File: config.mk
export PLATFORM = sky130hd
export DESIGN_NAME = msp_speed_profile
export DESIGN_NICKNAME = d
export VERILOG_FILES = /design/src/hdl/msp_pkg.sv /design/src/hdl/msp_speed_profile.sv
export VERILOG_INCLUDE_DIRS = /design/src /design/src/hdl
export SDC_FILE = /design/constraint.sdc
export NUM_CORES = 1
export LEC_CHECK = 0
export ABC_CLOCK_PERIOD_IN_PS = 10950
export BUFFER_PORTS_ARGS = -buffer_cell sky130_fd_sc_hd__buf_2
export CAP_MARGIN = 20
export CORE_MARGIN = 3
export CORE_UTILIZATION = 45
export CTS_CLUSTER_SIZE = 24
export DETAILED_ROUTE_END_ITERATION = 10
export GPL_ROUTABILITY_DRIVEN = 1
export GPL_TIMING_DRIVEN = 0
export PLACE_DENSITY_LB_ADDON = 0.15
export SLEW_MARGIN = 15
export SYNTH_ARGS = -nofsm -noshare
export SYNTH_HDL_FRONTEND = slang
export SYNTH_SLANG_ARGS = --single-unit
File: constraint.sdc
create_clock -name clk_i -period 10.95 [get_ports clk_i]
set_input_delay 1.6425 -clock clk_i [delete_from_list [all_inputs] [get_ports clk_i]]
set_output_delay 1.6425 -clock clk_i [all_outputs]
set_load 0.02 [all_outputs]
File: src/hdl/msp_regs.svh
// What this block does
// - Four operation data sets; two select pins pick the active one.
// - Set speed range 50 to 4000 r/min, each set defaults to 50.
// - Ramp time comes from the potentiometer by default, 0.1 to 15.0 s.
// - Potentiometer acceleration time means standstill to 3000 r/min.
// - Potentiometer deceleration time means 3000 r/min to standstill.
// - Digital source uses per-set times, meaning time to reach the set speed.
// - Digital times accept 0.1 to 15.0 s, default 0.5 s.
// - Edit lock rejects every change to data and configuration.
// - A change attempted under lock shows the lock indication for one second.
// - Speeds above the upper limit are refused; stored ones are clamped down.
// - Speeds below the lower limit are refused; stored ones are clamped up.
// - Optional standstill holding torque follows shaft deviation, at most 50 %.
// - Initialising a data set restores its default values.
// - A protective alarm removes drive, releases holding, shows the alarm code.
// - A warning is raised before the matching alarm level is reached.
// - Overcurrent and storage error alarms clear only by power cycle (reset).
// - External stop halts the motor at once, then releases holding.
`ifndef MSP_REGS_SVH
`define MSP_REGS_SVH
`define MSP_OFF_CTRL     8'h00
`define MSP_OFF_LIMITS   8'h04
`define MSP_OFF_LOCK     8'h08
`define MSP_OFF_STATUS   8'h0C
`define MSP_OFF_IRQ_STAT 8'h10
`define MSP_OFF_IRQ_MASK 8'h14
`define MSP_OFF_ALARM    8'h18
`define MSP_OFF_INIT     8'h1C
`define MSP_OFF_SPEED0   8'h20
`define MSP_OFF_TIME0    8'h30
`define MSP_CTRL_DIGITAL 0
`define MSP_CTRL_HOLD    1
`define MSP_SPEED_MIN    12'h0032
`define MSP_SPEED_MAX    12'h0FA0
`define MSP_SPEED_RATED  12'h0BB8
`define MSP_TIME_MIN     8'h01
`define MSP_TIME_MAX     8'h96
`define MSP_POT_DEFAULT  8'h01
`define MSP_DIG_DEFAULT  8'h05
`define MSP_HOLD_MAX     8'h32
`define MSP_TENTH_NS     100000000
`define MSP_LOCK_SHOW_NS 1000000000
`endif

File: src/hdl/msp_pkg.sv
package msp_pkg;
  typedef struct packed {
    logic       run;
    logic       stop;
    logic [1:0] sel;
  } msp_pins_s;
  typedef struct packed {
    logic overcurrent;
    logic nv_error;
    logic sensor;
    logic overheat;
  } msp_fault_s;
  typedef struct packed {
    logic [11:0] speed;
    logic [7:0]  acc;
    logic [7:0]  dec;
  } msp_set_s;
  typedef enum logic [2:0] {AL_NONE, AL_OVERCURRENT, AL_NV_ERROR, AL_SENSOR, AL_OVERHEAT,
                            AL_OVERLOAD} msp_alarm_e;
  typedef enum logic [1:0] {ST_IDLE, ST_RUN, ST_ESTOP, ST_ALARM} msp_state_e;
endpackage : msp_pkg

File: src/hdl/msp_speed_profile.sv
`timescale 1ns/100ps
`default_nettype none
`include "msp_regs.svh"
module msp_speed_profile #(
  parameter int          CLK_NS    = 20,
  parameter int          TENTH_CYC = `MSP_TENTH_NS / CLK_NS,
  parameter int          LOCK_CYC  = `MSP_LOCK_SHOW_NS / CLK_NS,
  parameter logic [7:0]  WARN_LVL  = 8'hC0,
  parameter logic [7:0]  ALARM_LVL = 8'hF0,
  parameter logic [7:0]  HOLD_GAIN = 8'h04
) (
  input  wire logic                clk_i,
  input  wire logic                rst_i,
  input  wire logic                wb_cyc_i,
  input  wire logic                wb_stb_i,
  input  wire logic                wb_we_i,
  input  wire logic [7:0]          wb_adr_i,
  input  wire logic [3:0]          wb_sel_i,
  input  wire logic [31:0]         wb_dat_i,
  output logic      [31:0]         wb_dat_o,
  output logic                     wb_ack_o,
  input  wire msp_pkg::msp_pins_s  pins_i,
  input  wire msp_pkg::msp_fault_s faults_i,
  input  wire logic [7:0]          pot_time_i,
  input  wire logic [7:0]          stress_i,
  input  wire logic signed [15:0]  angle_dev_i,
  output logic      [11:0]         speed_cmd_o,
  output logic                     drive_en_o,
  output logic                     hold_en_o,
  output logic      [7:0]          hold_torque_o,
  output logic                     lock_ind_o,
  output logic                     warn_o,
  output logic                     alarm_o,
  output msp_pkg::msp_alarm_e      alarm_code_o,
  output logic                     irq_o
);
  import msp_pkg::*;

  localparam int SYNC_W = 16;

  logic [SYNC_W-1:0] sync1;
  logic [SYNC_W-1:0] sync2;
  msp_pins_s         pins;
  msp_fault_s        flt;
  logic [7:0]        pot;
  msp_set_s          sets [4];
  logic [1:0]        ctrl;
  logic [11:0]       lim_lo;
  logic [11:0]       lim_hi;
  logic              lock;
  logic [3:0]        irq_stat;
  logic [3:0]        irq_mask;
  logic [31:0]       lock_cnt;
  msp_state_e        state;
  logic              released;
  logic [39:0]       frac;
  logic              hard_alarm;
  logic              soft_alarm;
  msp_alarm_e        hard_code;
  msp_alarm_e        soft_code;

  // Pins, faults and the time setting pass two flip-flops; stress and angle deviation are read directly.
  always_ff @(posedge clk_i) begin
    if (rst_i) begin
      sync1 <= 16'h0000;
      sync2 <= 16'h0000;
    end else begin
      sync1 <= {pins_i, faults_i, pot_time_i};
      sync2 <= sync1;
    end
  end
  // The synchronised bundle is split back into pins, faults and the time setting.
  assign pins = sync2[15:12];
  assign flt  = sync2[11:8];
  assign pot  = sync2[7:0];

  // Bus slave: one wait state, write takes effect at the edge where ack is high.
  logic        wr;
  logic [31:0] wmask;
  logic        cfg_wr;
  logic        lock_evt;
  logic        refuse_evt;
  logic [31:0] wval;
  assign wr     = wb_cyc_i && wb_stb_i && wb_we_i && wb_ack_o;
  assign wmask  = {{8{wb_sel_i[3]}}, {8{wb_sel_i[2]}}, {8{wb_sel_i[1]}}, {8{wb_sel_i[0]}}};
  assign cfg_wr = wr && (wb_adr_i == `MSP_OFF_CTRL || wb_adr_i == `MSP_OFF_LIMITS ||
                         wb_adr_i == `MSP_OFF_INIT || wb_adr_i[7:5] == 3'b001);
  assign lock_evt = cfg_wr && lock;

  function automatic logic [31:0] merge(input logic [31:0] old);
    merge = (old & ~wmask) | (wb_dat_i & wmask);
  endfunction : merge

  always_ff @(posedge clk_i) begin
    if (rst_i) begin
      wb_ack_o <= 1'b0;
    end else begin
      // Ack lasts one cycle; a master that still holds its request is answered again every second cycle.
      wb_ack_o <= wb_cyc_i && wb_stb_i && !wb_ack_o;
    end
  end

  always_ff @(posedge clk_i) begin
    if (rst_i) begin
      wb_dat_o <= 32'h0000_0000;
    end else if (wb_cyc_i && wb_stb_i && !wb_ack_o) begin
      wb_dat_o <= 32'h0000_0000;
      case (wb_adr_i)
        // Read data is latched in the request cycle and stands together with ack.
        `MSP_OFF_CTRL:     wb_dat_o <= {30'h0000_0000, ctrl};
        `MSP_OFF_LIMITS:   wb_dat_o <= {4'h0, lim_hi, 4'h0, lim_lo};
        `MSP_OFF_LOCK:     wb_dat_o <= {31'h0000_0000, lock};
        `MSP_OFF_STATUS:   wb_dat_o <= {8'h00, lock_ind_o, warn_o, alarm_o, alarm_code_o,
                                        state, speed_cmd_o, pins.sel, pins.stop, pins.run};
        `MSP_OFF_IRQ_STAT: wb_dat_o <= {28'h000_0000, irq_stat};
        `MSP_OFF_IRQ_MASK: wb_dat_o <= {28'h000_0000, irq_mask};
        `MSP_OFF_ALARM:    wb_dat_o <= {29'h0000_0000, alarm_code_o};
        default: begin
          if (wb_adr_i[7:4] == 4'h2 && wb_adr_i[1:0] == 2'b00) begin
            wb_dat_o <= {20'h0_0000, sets[wb_adr_i[3:2]].speed};
          end else if (wb_adr_i[7:4] == 4'h3 && wb_adr_i[1:0] == 2'b00) begin
            wb_dat_o <= {8'h00, sets[wb_adr_i[3:2]].dec, 8'h00, sets[wb_adr_i[3:2]].acc};
          end
        end
      endcase
    end
  end

  function automatic logic [1:0] wval_ctrl();
    logic [31:0] v;
    v = merge({30'h0000_0000, ctrl});
    wval_ctrl = v[1:0];
  endfunction : wval_ctrl

  // Control and limit registers; the lock register itself stays writable.
  // A limit pair that leaves the range or crosses over is dropped whole.
  logic        lim_ok;
  assign wval   = merge({4'h0, lim_hi, 4'h0, lim_lo});
  assign lim_ok = wval[11:0] >= `MSP_SPEED_MIN && wval[27:16] <= `MSP_SPEED_MAX &&
                  wval[11:0] <= wval[27:16];
  always_ff @(posedge clk_i) begin
    if (rst_i) begin
      ctrl   <= 2'h0;
      lim_lo <= `MSP_SPEED_MIN;
      lim_hi <= `MSP_SPEED_MAX;
    end else if (wr && !lock) begin
      if (wb_adr_i == `MSP_OFF_CTRL) begin
        ctrl <= wval_ctrl();
      end
      if (wb_adr_i == `MSP_OFF_LIMITS && lim_ok) begin
        lim_lo <= wval[11:0];
        lim_hi <= wval[27:16];
      end
    end
  end

  always_ff @(posedge clk_i) begin
    if (rst_i) begin
      lock <= 1'b0;
    end else if (wr && wb_adr_i == `MSP_OFF_LOCK && wb_sel_i[0]) begin
      lock <= wb_dat_i[0];
    end
  end

  // Four data sets; stored speeds follow limit changes.
  logic [3:0] refuse_set;
  genvar g;
  generate
    for (g = 0; g < 4; g++) begin : g_set
      logic        sp_wr;
      logic        tm_wr;
      logic        init;
      logic [31:0] sv;
      logic [31:0] tv;
      assign sp_wr = wr && !lock && wb_adr_i == (`MSP_OFF_SPEED0 + 8'(4 * g));
      assign tm_wr = wr && !lock && wb_adr_i == (`MSP_OFF_TIME0 + 8'(4 * g));
      assign init  = wr && !lock && wb_adr_i == `MSP_OFF_INIT && wb_sel_i[0] && wb_dat_i[g];
      assign sv    = merge({20'h0_0000, sets[g].speed});
      assign tv    = merge({8'h00, sets[g].dec, 8'h00, sets[g].acc});
      assign refuse_set[g] = (sp_wr && (sv[11:0] > lim_hi || sv[11:0] < lim_lo)) ||
                             (tm_wr && (tv[7:0] < `MSP_TIME_MIN || tv[7:0] > `MSP_TIME_MAX ||
                                        tv[23:16] < `MSP_TIME_MIN || tv[23:16] > `MSP_TIME_MAX));
      // A write inside the limits wins over clamping; clamping compares against the
      // registered limits, so it follows a limit change one cycle later.
      always_ff @(posedge clk_i) begin
        if (rst_i || init) begin
          sets[g] <= '{speed: `MSP_SPEED_MIN, acc: `MSP_DIG_DEFAULT, dec: `MSP_DIG_DEFAULT};
        end else if (sp_wr && !refuse_set[g]) begin
          sets[g].speed <= sv[11:0];
        end else if (tm_wr && !refuse_set[g]) begin
          sets[g].acc <= tv[7:0];
          sets[g].dec <= tv[23:16];
        end else if (sets[g].speed > lim_hi) begin
          sets[g].speed <= lim_hi;
        end else if (sets[g].speed < lim_lo) begin
          sets[g].speed <= lim_lo;
        end
      end
    end
  endgenerate
  assign refuse_evt = |refuse_set;

  // Lock indication stands for one second after a rejected change.
  // Every rejected change reloads the counter, so repeated attempts stretch the indication.
  always_ff @(posedge clk_i) begin
    if (rst_i) begin
      lock_cnt   <= 32'h0000_0000;
      lock_ind_o <= 1'b0;
    end else if (lock_evt) begin
      lock_cnt   <= 32'(LOCK_CYC - 1);
      lock_ind_o <= 1'b1;
    end else if (lock_cnt != 32'h0000_0000) begin
      lock_cnt <= lock_cnt - 32'h0000_0001;
    end else begin
      lock_ind_o <= 1'b0;
    end
  end

  // Alarms: hard ones survive alarm reset and clear only by reset.
  // The first cause of each kind is latched; a later hard fault replaces a soft code, nothing else overwrites it.
  logic alarm_clr;
  logic warn_now;
  assign alarm_clr = wr && wb_adr_i == `MSP_OFF_ALARM && wb_sel_i[0] && wb_dat_i[0];
  assign warn_now  = stress_i >= WARN_LVL;
  always_ff @(posedge clk_i) begin
    if (rst_i) begin
      hard_alarm <= 1'b0;
      hard_code  <= AL_NONE;
    end else if (!hard_alarm && (flt.overcurrent || flt.nv_error)) begin
      hard_alarm <= 1'b1;
      hard_code  <= flt.overcurrent ? AL_OVERCURRENT : AL_NV_ERROR;
    end
  end
  always_ff @(posedge clk_i) begin
    if (rst_i) begin
      soft_alarm <= 1'b0;
      soft_code  <= AL_NONE;
    end else if (!soft_alarm && (flt.sensor || flt.overheat || stress_i >= ALARM_LVL)) begin
      soft_alarm <= 1'b1;
      soft_code  <= flt.sensor ? AL_SENSOR : flt.overheat ? AL_OVERHEAT : AL_OVERLOAD;
    end else if (alarm_clr) begin
      soft_alarm <= 1'b0;
      soft_code  <= AL_NONE;
    end
  end
  always_ff @(posedge clk_i) begin
    if (rst_i) begin
      alarm_o      <= 1'b0;
      alarm_code_o <= AL_NONE;
      warn_o       <= 1'b0;
    end else begin
      alarm_o      <= hard_alarm || soft_alarm;
      alarm_code_o <= hard_alarm ? hard_code : soft_code;
      // The warning is masked while an alarm stands, so the alarm code alone explains the stop.
      warn_o       <= warn_now && !(hard_alarm || soft_alarm);
    end
  end

  // Run state machine.
  // External stop wins over run, so a held stop pin keeps the command at zero.
  // Holding is released after a stop or an alarm and returns only with the next run.
  always_ff @(posedge clk_i) begin
    if (rst_i) begin
      state    <= ST_IDLE;
      released <= 1'b0;
    end else begin
      case (state)
        ST_IDLE, ST_RUN: begin
          if (hard_alarm || soft_alarm) begin
            state    <= ST_ALARM;
            released <= 1'b1;
          end else if (pins.stop) begin
            state <= ST_ESTOP;
          end else if (pins.run) begin
            state    <= ST_RUN;
            released <= 1'b0;
          end else begin
            state <= ST_IDLE;
          end
        end
        ST_ESTOP: begin
          state    <= ST_IDLE;
          released <= 1'b1;
        end
        ST_ALARM: begin
          if (!(hard_alarm || soft_alarm)) begin
            state <= ST_IDLE;
          end
        end
        default: state <= ST_IDLE;
      endcase
    end
  end

  // Linear ramp: one r/min step whenever the fraction passes the time in cycles.
  // The fraction keeps the remainder, so the mean slope is exact while the time in cycles is not below the reference speed.
  // A stop or an alarm zeroes the command at once instead of ramping down.
  msp_set_s    act;
  logic [11:0] target;
  logic        up;
  logic [11:0] ref_spd;
  logic [7:0]  tsel;
  logic [7:0]  tpot;
  logic [39:0] tcyc;
  logic [39:0] next_frac;
  assign act    = sets[pins.sel];
  assign target = (state == ST_RUN) ? act.speed : 12'h000;
  assign up     = target > speed_cmd_o;
  assign tpot   = pot < `MSP_TIME_MIN ? `MSP_POT_DEFAULT : pot > `MSP_TIME_MAX ? `MSP_TIME_MAX : pot;
  assign ref_spd = ctrl[`MSP_CTRL_DIGITAL] ? act.speed : `MSP_SPEED_RATED;
  assign tsel   = ctrl[`MSP_CTRL_DIGITAL] ? (up ? act.acc : act.dec) : tpot;
  assign tcyc   = 40'(tsel) * 40'(TENTH_CYC);
  assign next_frac = frac + 40'(ref_spd);

  always_ff @(posedge clk_i) begin
    if (rst_i) begin
      speed_cmd_o <= 12'h000;
      frac        <= 40'h00_0000_0000;
    end else if (state == ST_ESTOP || state == ST_ALARM) begin
      speed_cmd_o <= 12'h000;
      frac        <= 40'h00_0000_0000;
    end else if (target == speed_cmd_o) begin
      frac <= 40'h00_0000_0000;
    end else if (next_frac >= tcyc) begin
      frac        <= next_frac - tcyc;
      speed_cmd_o <= up ? speed_cmd_o + 12'h001 : speed_cmd_o - 12'h001;
    end else begin
      frac <= next_frac;
    end
  end

  // Drive and standstill holding.
  // Torque is forced to zero whenever holding is off, so a stale deviation never reaches the stage.
  logic [15:0] dev_abs;
  logic [23:0] trq;
  logic        next_hold;
  logic [7:0]  next_torque;
  assign dev_abs = angle_dev_i[15] ? 16'(-angle_dev_i) : angle_dev_i;
  assign trq     = 24'(dev_abs) * 24'(HOLD_GAIN);
  // The product is scaled down by 256 and capped at half of rated torque.
  assign next_torque = trq[23:8] > 16'(`MSP_HOLD_MAX) ? `MSP_HOLD_MAX : trq[15:8];
  assign next_hold   = ctrl[`MSP_CTRL_HOLD] && !released && state == ST_IDLE &&
                       speed_cmd_o == 12'h000;
  always_ff @(posedge clk_i) begin
    if (rst_i) begin
      drive_en_o    <= 1'b0;
      hold_en_o     <= 1'b0;
      hold_torque_o <= 8'h00;
    end else begin
      drive_en_o <= state == ST_RUN || (state == ST_IDLE && speed_cmd_o != 12'h000);
      hold_en_o     <= next_hold;
      hold_torque_o <= next_hold ? next_torque : 8'h00;
    end
  end

  // Sticky events: lock reject, refused write, alarm, warning. Set wins over clear.
  // Alarm and warning are levels, so their bits return while the cause stands.
  logic [3:0] ev;
  assign ev = {warn_now, hard_alarm || soft_alarm, refuse_evt, lock_evt};
  always_ff @(posedge clk_i) begin
    if (rst_i) begin
      irq_stat <= 4'h0;
      irq_mask <= 4'h0;
      irq_o    <= 1'b0;
    end else begin
      irq_stat <= (irq_stat & ~((wr && wb_adr_i == `MSP_OFF_IRQ_STAT && wb_sel_i[0]) ?
                               wb_dat_i[3:0] : 4'h0)) | ev;
      if (wr && wb_adr_i == `MSP_OFF_IRQ_MASK && wb_sel_i[0]) begin
        irq_mask <= wb_dat_i[3:0];
      end
      irq_o <= |(irq_stat & irq_mask);
    end
  end
endmodule : msp_speed_profile
`default_nettype wire

## Word level (Yosys, flattened, before mapping)

Memories as Yosys holds them, arrays and structs flattened. A register that Yosys moved wholly into a read port is not among the register bits.
Index checks and enable logic that the tools add are counted.

- Word-level logic and storage cells: 411
- Bits of input ports: 89
- Memory bits (read-only): 0
- Bits in writable memories: 112
- Output and inout port bits: 62
- Memories kept: 1
- Latch bits: 0
- Bits in registers: 212

- Multiplexer cells: 136
- Equality and inequality tests: 26
- $lt $le $gt $ge: 42
- Reductions and logical operators: 122
- Multipliers: 1
- Add/sub/neg operators: 6
- Div/mod/pow operators: 0
- Bitwise gates (word level): 48
- Shifts and indexed selects: 0

Memory list:

| memory | words | width | rd ports | clocked after memory_dff | wr ports | line | RTL |
|---|---|---|---|---|---|---|---|
| sets | 4 | 28 | 6 | 1 | 4 | msp_speed_profile.sv:46 | `msp_set_s sets [4];` |

Operator list:

| operator | number |
|---|---|
| case mux 28 bit (7 select lines) | 1 |
| two-way mux 12 bit | 15 |
| > comparator 12 bit | 9 |
| bitwise AND 24 bit | 4 |
| less-than comparator 12 bit | 8 |
| two-way mux 8 bit | 12 |
| bitwise OR 24 bit | 4 |
| two-way mux 1 bit | 89 |
| > comparator 8 bit (second input constant) | 9 |
| less-than comparator 8 x 1 -> 1 bit (second input constant) | 9 |
| == test 8 x 6 -> 1 bit (second input constant) | 8 |
| logical AND 1 bit | 58 |
| bitwise AND 28 bit | 2 |
| two-way mux 26 bit | 2 |
| bitwise AND 12 bit | 4 |
| two-way mux 24 bit | 2 |
| bitwise OR 12 bit | 4 |
| adder 40 x 12 -> 40 bit | 1 |
| greater-or-equal comparator 40 x 31 -> 1 bit | 1 |
| two-way mux 40 bit | 1 |
| subtractor 40 x 31 -> 40 bit | 1 |
| logical OR 1 bit | 33 |
| == test 8 x 5 -> 1 bit (second input constant) | 4 |
| nonzero test 32 bit | 1 |
| other kinds (46) | 99 |

## Depth between registers and ports, before layout

- Depth in word-level cells: 17
- Depth in mapped cells: 45
- Mapped depth without buffers: 39

## Worst setup path before layout

OpenSTA, ideal clock, no wires.

- Path kind: register -> register
- From: register, netlist name sync2[12]
- To: register frac[27]
- Data required time: 10880 ps
- Path slack: 168 ps
- Stages on the path, launching flop included: 40
- Path buffers: 5
- Clock period less this slack: 10782 ps
- Data arrival time: 10712 ps
- Setup time: 70 ps
- Path through: dfxtp_1 clkbuf_1 buf_1 buf_1 mux4_2 and2_1 ha_1 nor2b_1 o211ai_1 a21oi_1 o41ai_2 buf_2 mux2i_1 o21ai_0 ha_1 ha_1 inv_1 fa_1 [4 not listed] o21bai_1 a31o_2 a2111oi_0 nor3_1 or2_2 a21oi_1 xor2_1 ha_1 a21o_1 a21o_1 a21oi_1 o221ai_1 and4b_1 nor4bb_4 and2_4 clkbuf_1 nand2_1 a21oi_1

RTL lines:

| what | line | RTL |
|---|---|---|
| end signal: assignment | msp_speed_profile.sv:325 | `frac <= next_frac - tcyc;` |
| end signal: assignment | msp_speed_profile.sv:328 | `frac <= next_frac;` |
| end: declaration | msp_speed_profile.sv:56 | `logic [39:0] frac;` |

==> results.yml <==
sta:
  unrepaired_setup_endpoints_after_global_routing: "no"
  post-route-min-period_ns: 10.54
  skew_ns: 0.0247
  final-setup-viol-count: 0
  drv_slew: 0
  whs_ns: 0.436
  timing.final.hold_violations: 0
  final.period_utilization_pct: 96.2
  worst_slack_ns: 0.415
  max_freq_ghz: 0.0949
  timing_worst_slew_pin_value_ns: 1.11
  slew_headroom_pct: 25.8
setup_path:
  cp_slowest_stage_delay_ns: 0.58
  critical-path-slowest-cell: "sky130_fd_sc_hd__mux4_2"
  data_arrival_critical_path_ns: 11.03
  worst_setup_path_end_kind: "flip-flop"
  worst_ep_required_time_ns: 11.45
  setup.worst_path.start_class: "flip-flop"
  critPathMaxFanout: 10
  timing_worst_setup_path_type: "flip-flop to flip-flop"
cts:
  clock_path_buffers: 3
  cts_tree: "yes"
  cts.reportedPaths.clkPinSlew_ns: 0.06
  cts_made_buffers: 40
  cts_max_level: 2
  cts-hold-fix-buffers: 0
  clock_insertion_delay_worst_skew_ns: 0.57
  clock_sinks: 319
  clock_tree.root_cell: "sky130_fd_sc_hd__clkbuf_16"
power_and_ir_drop:
  design_power_total_uw: 5830
  vdd_drop_max_uv: 142
  switching_share_pct: 42.0
  power.density_nw_per_um2: 200
  net_sw_power_uw: 2450
  combinationalPowerShare_pct: 48.2
  portion_of_total_power_attributed_to_the_clock_network_pct: 23.7
  power.share.sequential_pct: 28.2
  power_report.internal_total_uw: 3380
  p_leak_uw: 0.0123
synth:
  syn-mean-instance-area_um2: 8.95
  synth-edff-count: 112
  adder_cell_fraction_of_synth_area_pct: 17.3
  synth_simple_gate_area_share_pct: 18.2
  post_synth_mux_area_share_pct: 7.12
  post-synth-top-area-cell: "sky130_fd_sc_hd__dfxtp_1"
  synth.area.top_cells: "sky130_fd_sc_hd__dfxtp_1, sky130_fd_sc_hd__ha_1, sky130_fd_sc_hd__edfxtp_1"
  synth_commonest_cells: "sky130_fd_sc_hd__ha_1, sky130_fd_sc_hd__a21oi_1, sky130_fd_sc_hd__dfxtp_1, sky130_fd_sc_hd__nand2_1, sky130_fd_sc_hd__nor2_1"
  synth_top_cell_area_share_pct: 16.0
  synth_compound_area_share_pct: 19.6
  syn_inst: 2886
  synth_top_family_by_area: "compound AO/OA/AOI/OAI gates"
  netlist-cell-type-count: 96
  yosys.cell_count.top_type: "sky130_fd_sc_hd__ha_1"
  synth_seq_cells: 319
  synth-xor-area-share_pct: 4.10
  yosys_most_used_dff: "sky130_fd_sc_hd__dfxtp_1"
  postSynth.asyncResetShare_pct: 0
  yosys_warnings: 0
  post_synth_instance_area_um2: 25800
  synth-seq-area-share_pct: 29.1
cells_and_area:
  fillerInstances: 5335
  fin_nets: 3510
  fraction_of_layout_instances_using_a_drive_strength_above_1_pct: 11.7
  ff_latch_area_um2: 7510
  area.growth.synth_to_final_pct: 12.7
  area_taken_by_multi_input_logic_gates_um2: 17300
  layout.cells.non_filler: 3866
detailed_routing:
  firstDrtPassIters: 6
  drc_errors: 0
  detail_route.wirelength_um: 100000
  initialDrtViolationCount: 2716
  detail_route.vias_per_cell: 6.36
  routed-via-count: 24581
  wire_length_per_cell_um: 25.9
  ant_nets: 0
place:
  dp_worst_setup_slack_ns: -3.20
  dp.cells: 3782
  dp_hpwl_um: 79200
  portBuffers: 131
  gp_congestion: 1.02
global_routing:
  grt_util_met1_pct: 42.4
  grt_pass1_vias: 23238
  routing_usage_on_met2_pct: 51.6
  grt_first_pass_wirelength_um: 146000
  maximum_number_of_pins_on_one_net_before_global_route_repair: 21
  grt_busiest_layer: "met2"
  grt_overflow: 0
  met3_grt_util_pct: 6.22
  groute.usage.overall_pct: 32.2
  grt_antenna_before_repair: 1
floorplan:
  fp.coreArea_um2: 56600
  start_util_pct: 45.6
  die_height_um: 246
  die_w_um: 246
  placement_rows: 87
  dieArea_um2: 60300
  io_pins: 151
run:
  cap_violations: 0
min_path:
  hold_path.class: "flip-flop to flip-flop"
run_status:
  status: "finished, final reports clean"
-- layout make-up --
cell class / count / area share (%)
multi-input combinational: 2272 / 59.4
buffer: 120 / 1.95
sequential: 319 / 25.8
antenna: 3 / 0.0258
clock inverter: 23 / 0.886
inverter: 178 / 2.30
timing repair buffer: 146 / 2.67
clock buffer: 49 / 3.70
tap: 756 / 3.25
-- logic make-up (layout without fill, tap and decap cells) --
kind of cell             Yosys count  after routing
AO/OA/AOI/OAI                    769            769
XOR/XNOR                         120            120
other                              1              9
flip-flops                       319            319
adder cells (fa/ha/maj)          344            344
multiplexers                     113            113
buffers and inverters            300            516
AND/OR/NAND/NOR                  920            920
-- cells in the final DEF, fill, tap and decap left out, types with 21 or more instances in the layout --
cell	n
sky130_fd_sc_hd__nand3_1	87
sky130_fd_sc_hd__xnor2_1	76
sky130_fd_sc_hd__o21ai_0	151
sky130_fd_sc_hd__clkbuf_1	95
sky130_fd_sc_hd__nor4_1	22
sky130_fd_sc_hd__inv_1	178
sky130_fd_sc_hd__nand2_1	206
sky130_fd_sc_hd__xor2_1	41
sky130_fd_sc_hd__ha_1	322
sky130_fd_sc_hd__nand2b_1	62
sky130_fd_sc_hd__nor3_1	54
sky130_fd_sc_hd__or2_2	21
sky130_fd_sc_hd__a211oi_1	28
sky130_fd_sc_hd__fa_1	21
sky130_fd_sc_hd__mux4_2	56
sky130_fd_sc_hd__clkbuf_16	41
sky130_fd_sc_hd__a21oi_1	216
sky130_fd_sc_hd__nand4_1	56
sky130_fd_sc_hd__mux2i_1	48
sky130_fd_sc_hd__o31ai_1	22
sky130_fd_sc_hd__and3_1	21
sky130_fd_sc_hd__nor2b_1	78
sky130_fd_sc_hd__buf_2	139
sky130_fd_sc_hd__a21o_1	94
sky130_fd_sc_hd__edfxtp_1	112
sky130_fd_sc_hd__nor2_1	202
sky130_fd_sc_hd__dfxtp_1	205
sky130_fd_sc_hd__and2_1	26
-- timing repair --
item / 4_1_cts / 5_1_grt
gates resized for setup: 37 / 22
buffers inserted: 7 / 4
setup endpoints to repair: 46 / 46
pin swaps: 2 / 4
cloned: 0 / 0
-- path summary, 6_finish.rpt --
| check | start | endpoint | slack [ns] | cells after the start |
|---|---|---|---|---|
| max | sync2[12]$_SDFF_PP0_ | frac[29]$_SDFF_PP0_ | 0.41 | 38 |
| min reg2reg | sync1[10]$_SDFF_PP0_ | sync2[10]$_SDFF_PP0_ | 0.44 | 1 |
| min | sync1[10]$_SDFF_PP0_ | sync2[10]$_SDFF_PP0_ | 0.44 | 1 |
| max reg2reg | sync2[12]$_SDFF_PP0_ | frac[29]$_SDFF_PP0_ | 0.41 | 38 |
-- critical path, delay by kind of cell, from the launching register on --
kind | cells | cell delay [ns]
simple gates | 11 | 2.54
fa+ha+maj | 6 | 2.50
compound gates | 11 | 2.19
buf+inv | 7 | 1.41
mux | 2 | 1.11
flops | 1 | 0.36
xor+xnor | 1 | 0.30
-- state kept, by name (all words and copies together), names as in the netlist, 3 cells and up, named ones only --
signal,flops
sets,112
frac,40
lock_cnt,32
wb_dat_o,28
sync1,16
sync2,16
lim_hi,12
lim_lo,12
speed_cmd_o,12
hold_torque_o,8
irq_mask,4
irq_stat,4
alarm_code_o,3
soft_code,3
-- metrics by stage --
| stage | utilization [%] | TNS, ns | instance area (µm²) |
|---|---|---|---|
| final | 51.4 | 0 | 29100 |
| after global placement | 48.5 | -146.10 | 27400 |
| after global routing | 51.4 | 0 | 29100 |
| after detailed placement | 48.6 | -135.68 | 27500 |
| after CTS | 51.2 | 0 | 29000 |
| after floorplan | - | 0 | 25800 |
-- power groups by stage --
stage | sequential, µW | combinational [µW] | clock (µW)
2_1_floorplan | 1590 | 1990 | 0
3_3_place_gp | 1650 | 2610 | 0
3_5_place_dp | 1650 | 2690 | 0
4_1_cts | 1630 | 2750 | 1390
5_1_grt | 1660 | 3070 | 1430
6_report | 1640 | 2810 | 1380
-- per-layer routing --
layer | share of wire [%] | wire length [µm] | vias to the layer above
met1 | 41 | 40700 | 11981
met2 | 45 | 45000 | 1248
met5 | 0 | 0 | -
met4 | 4.9 | 4950 | 0
li1 | - | - | 11120
met3 | 9.5 | 9560 | 232
No activity file was read; power rests on OpenSTA's default activity.
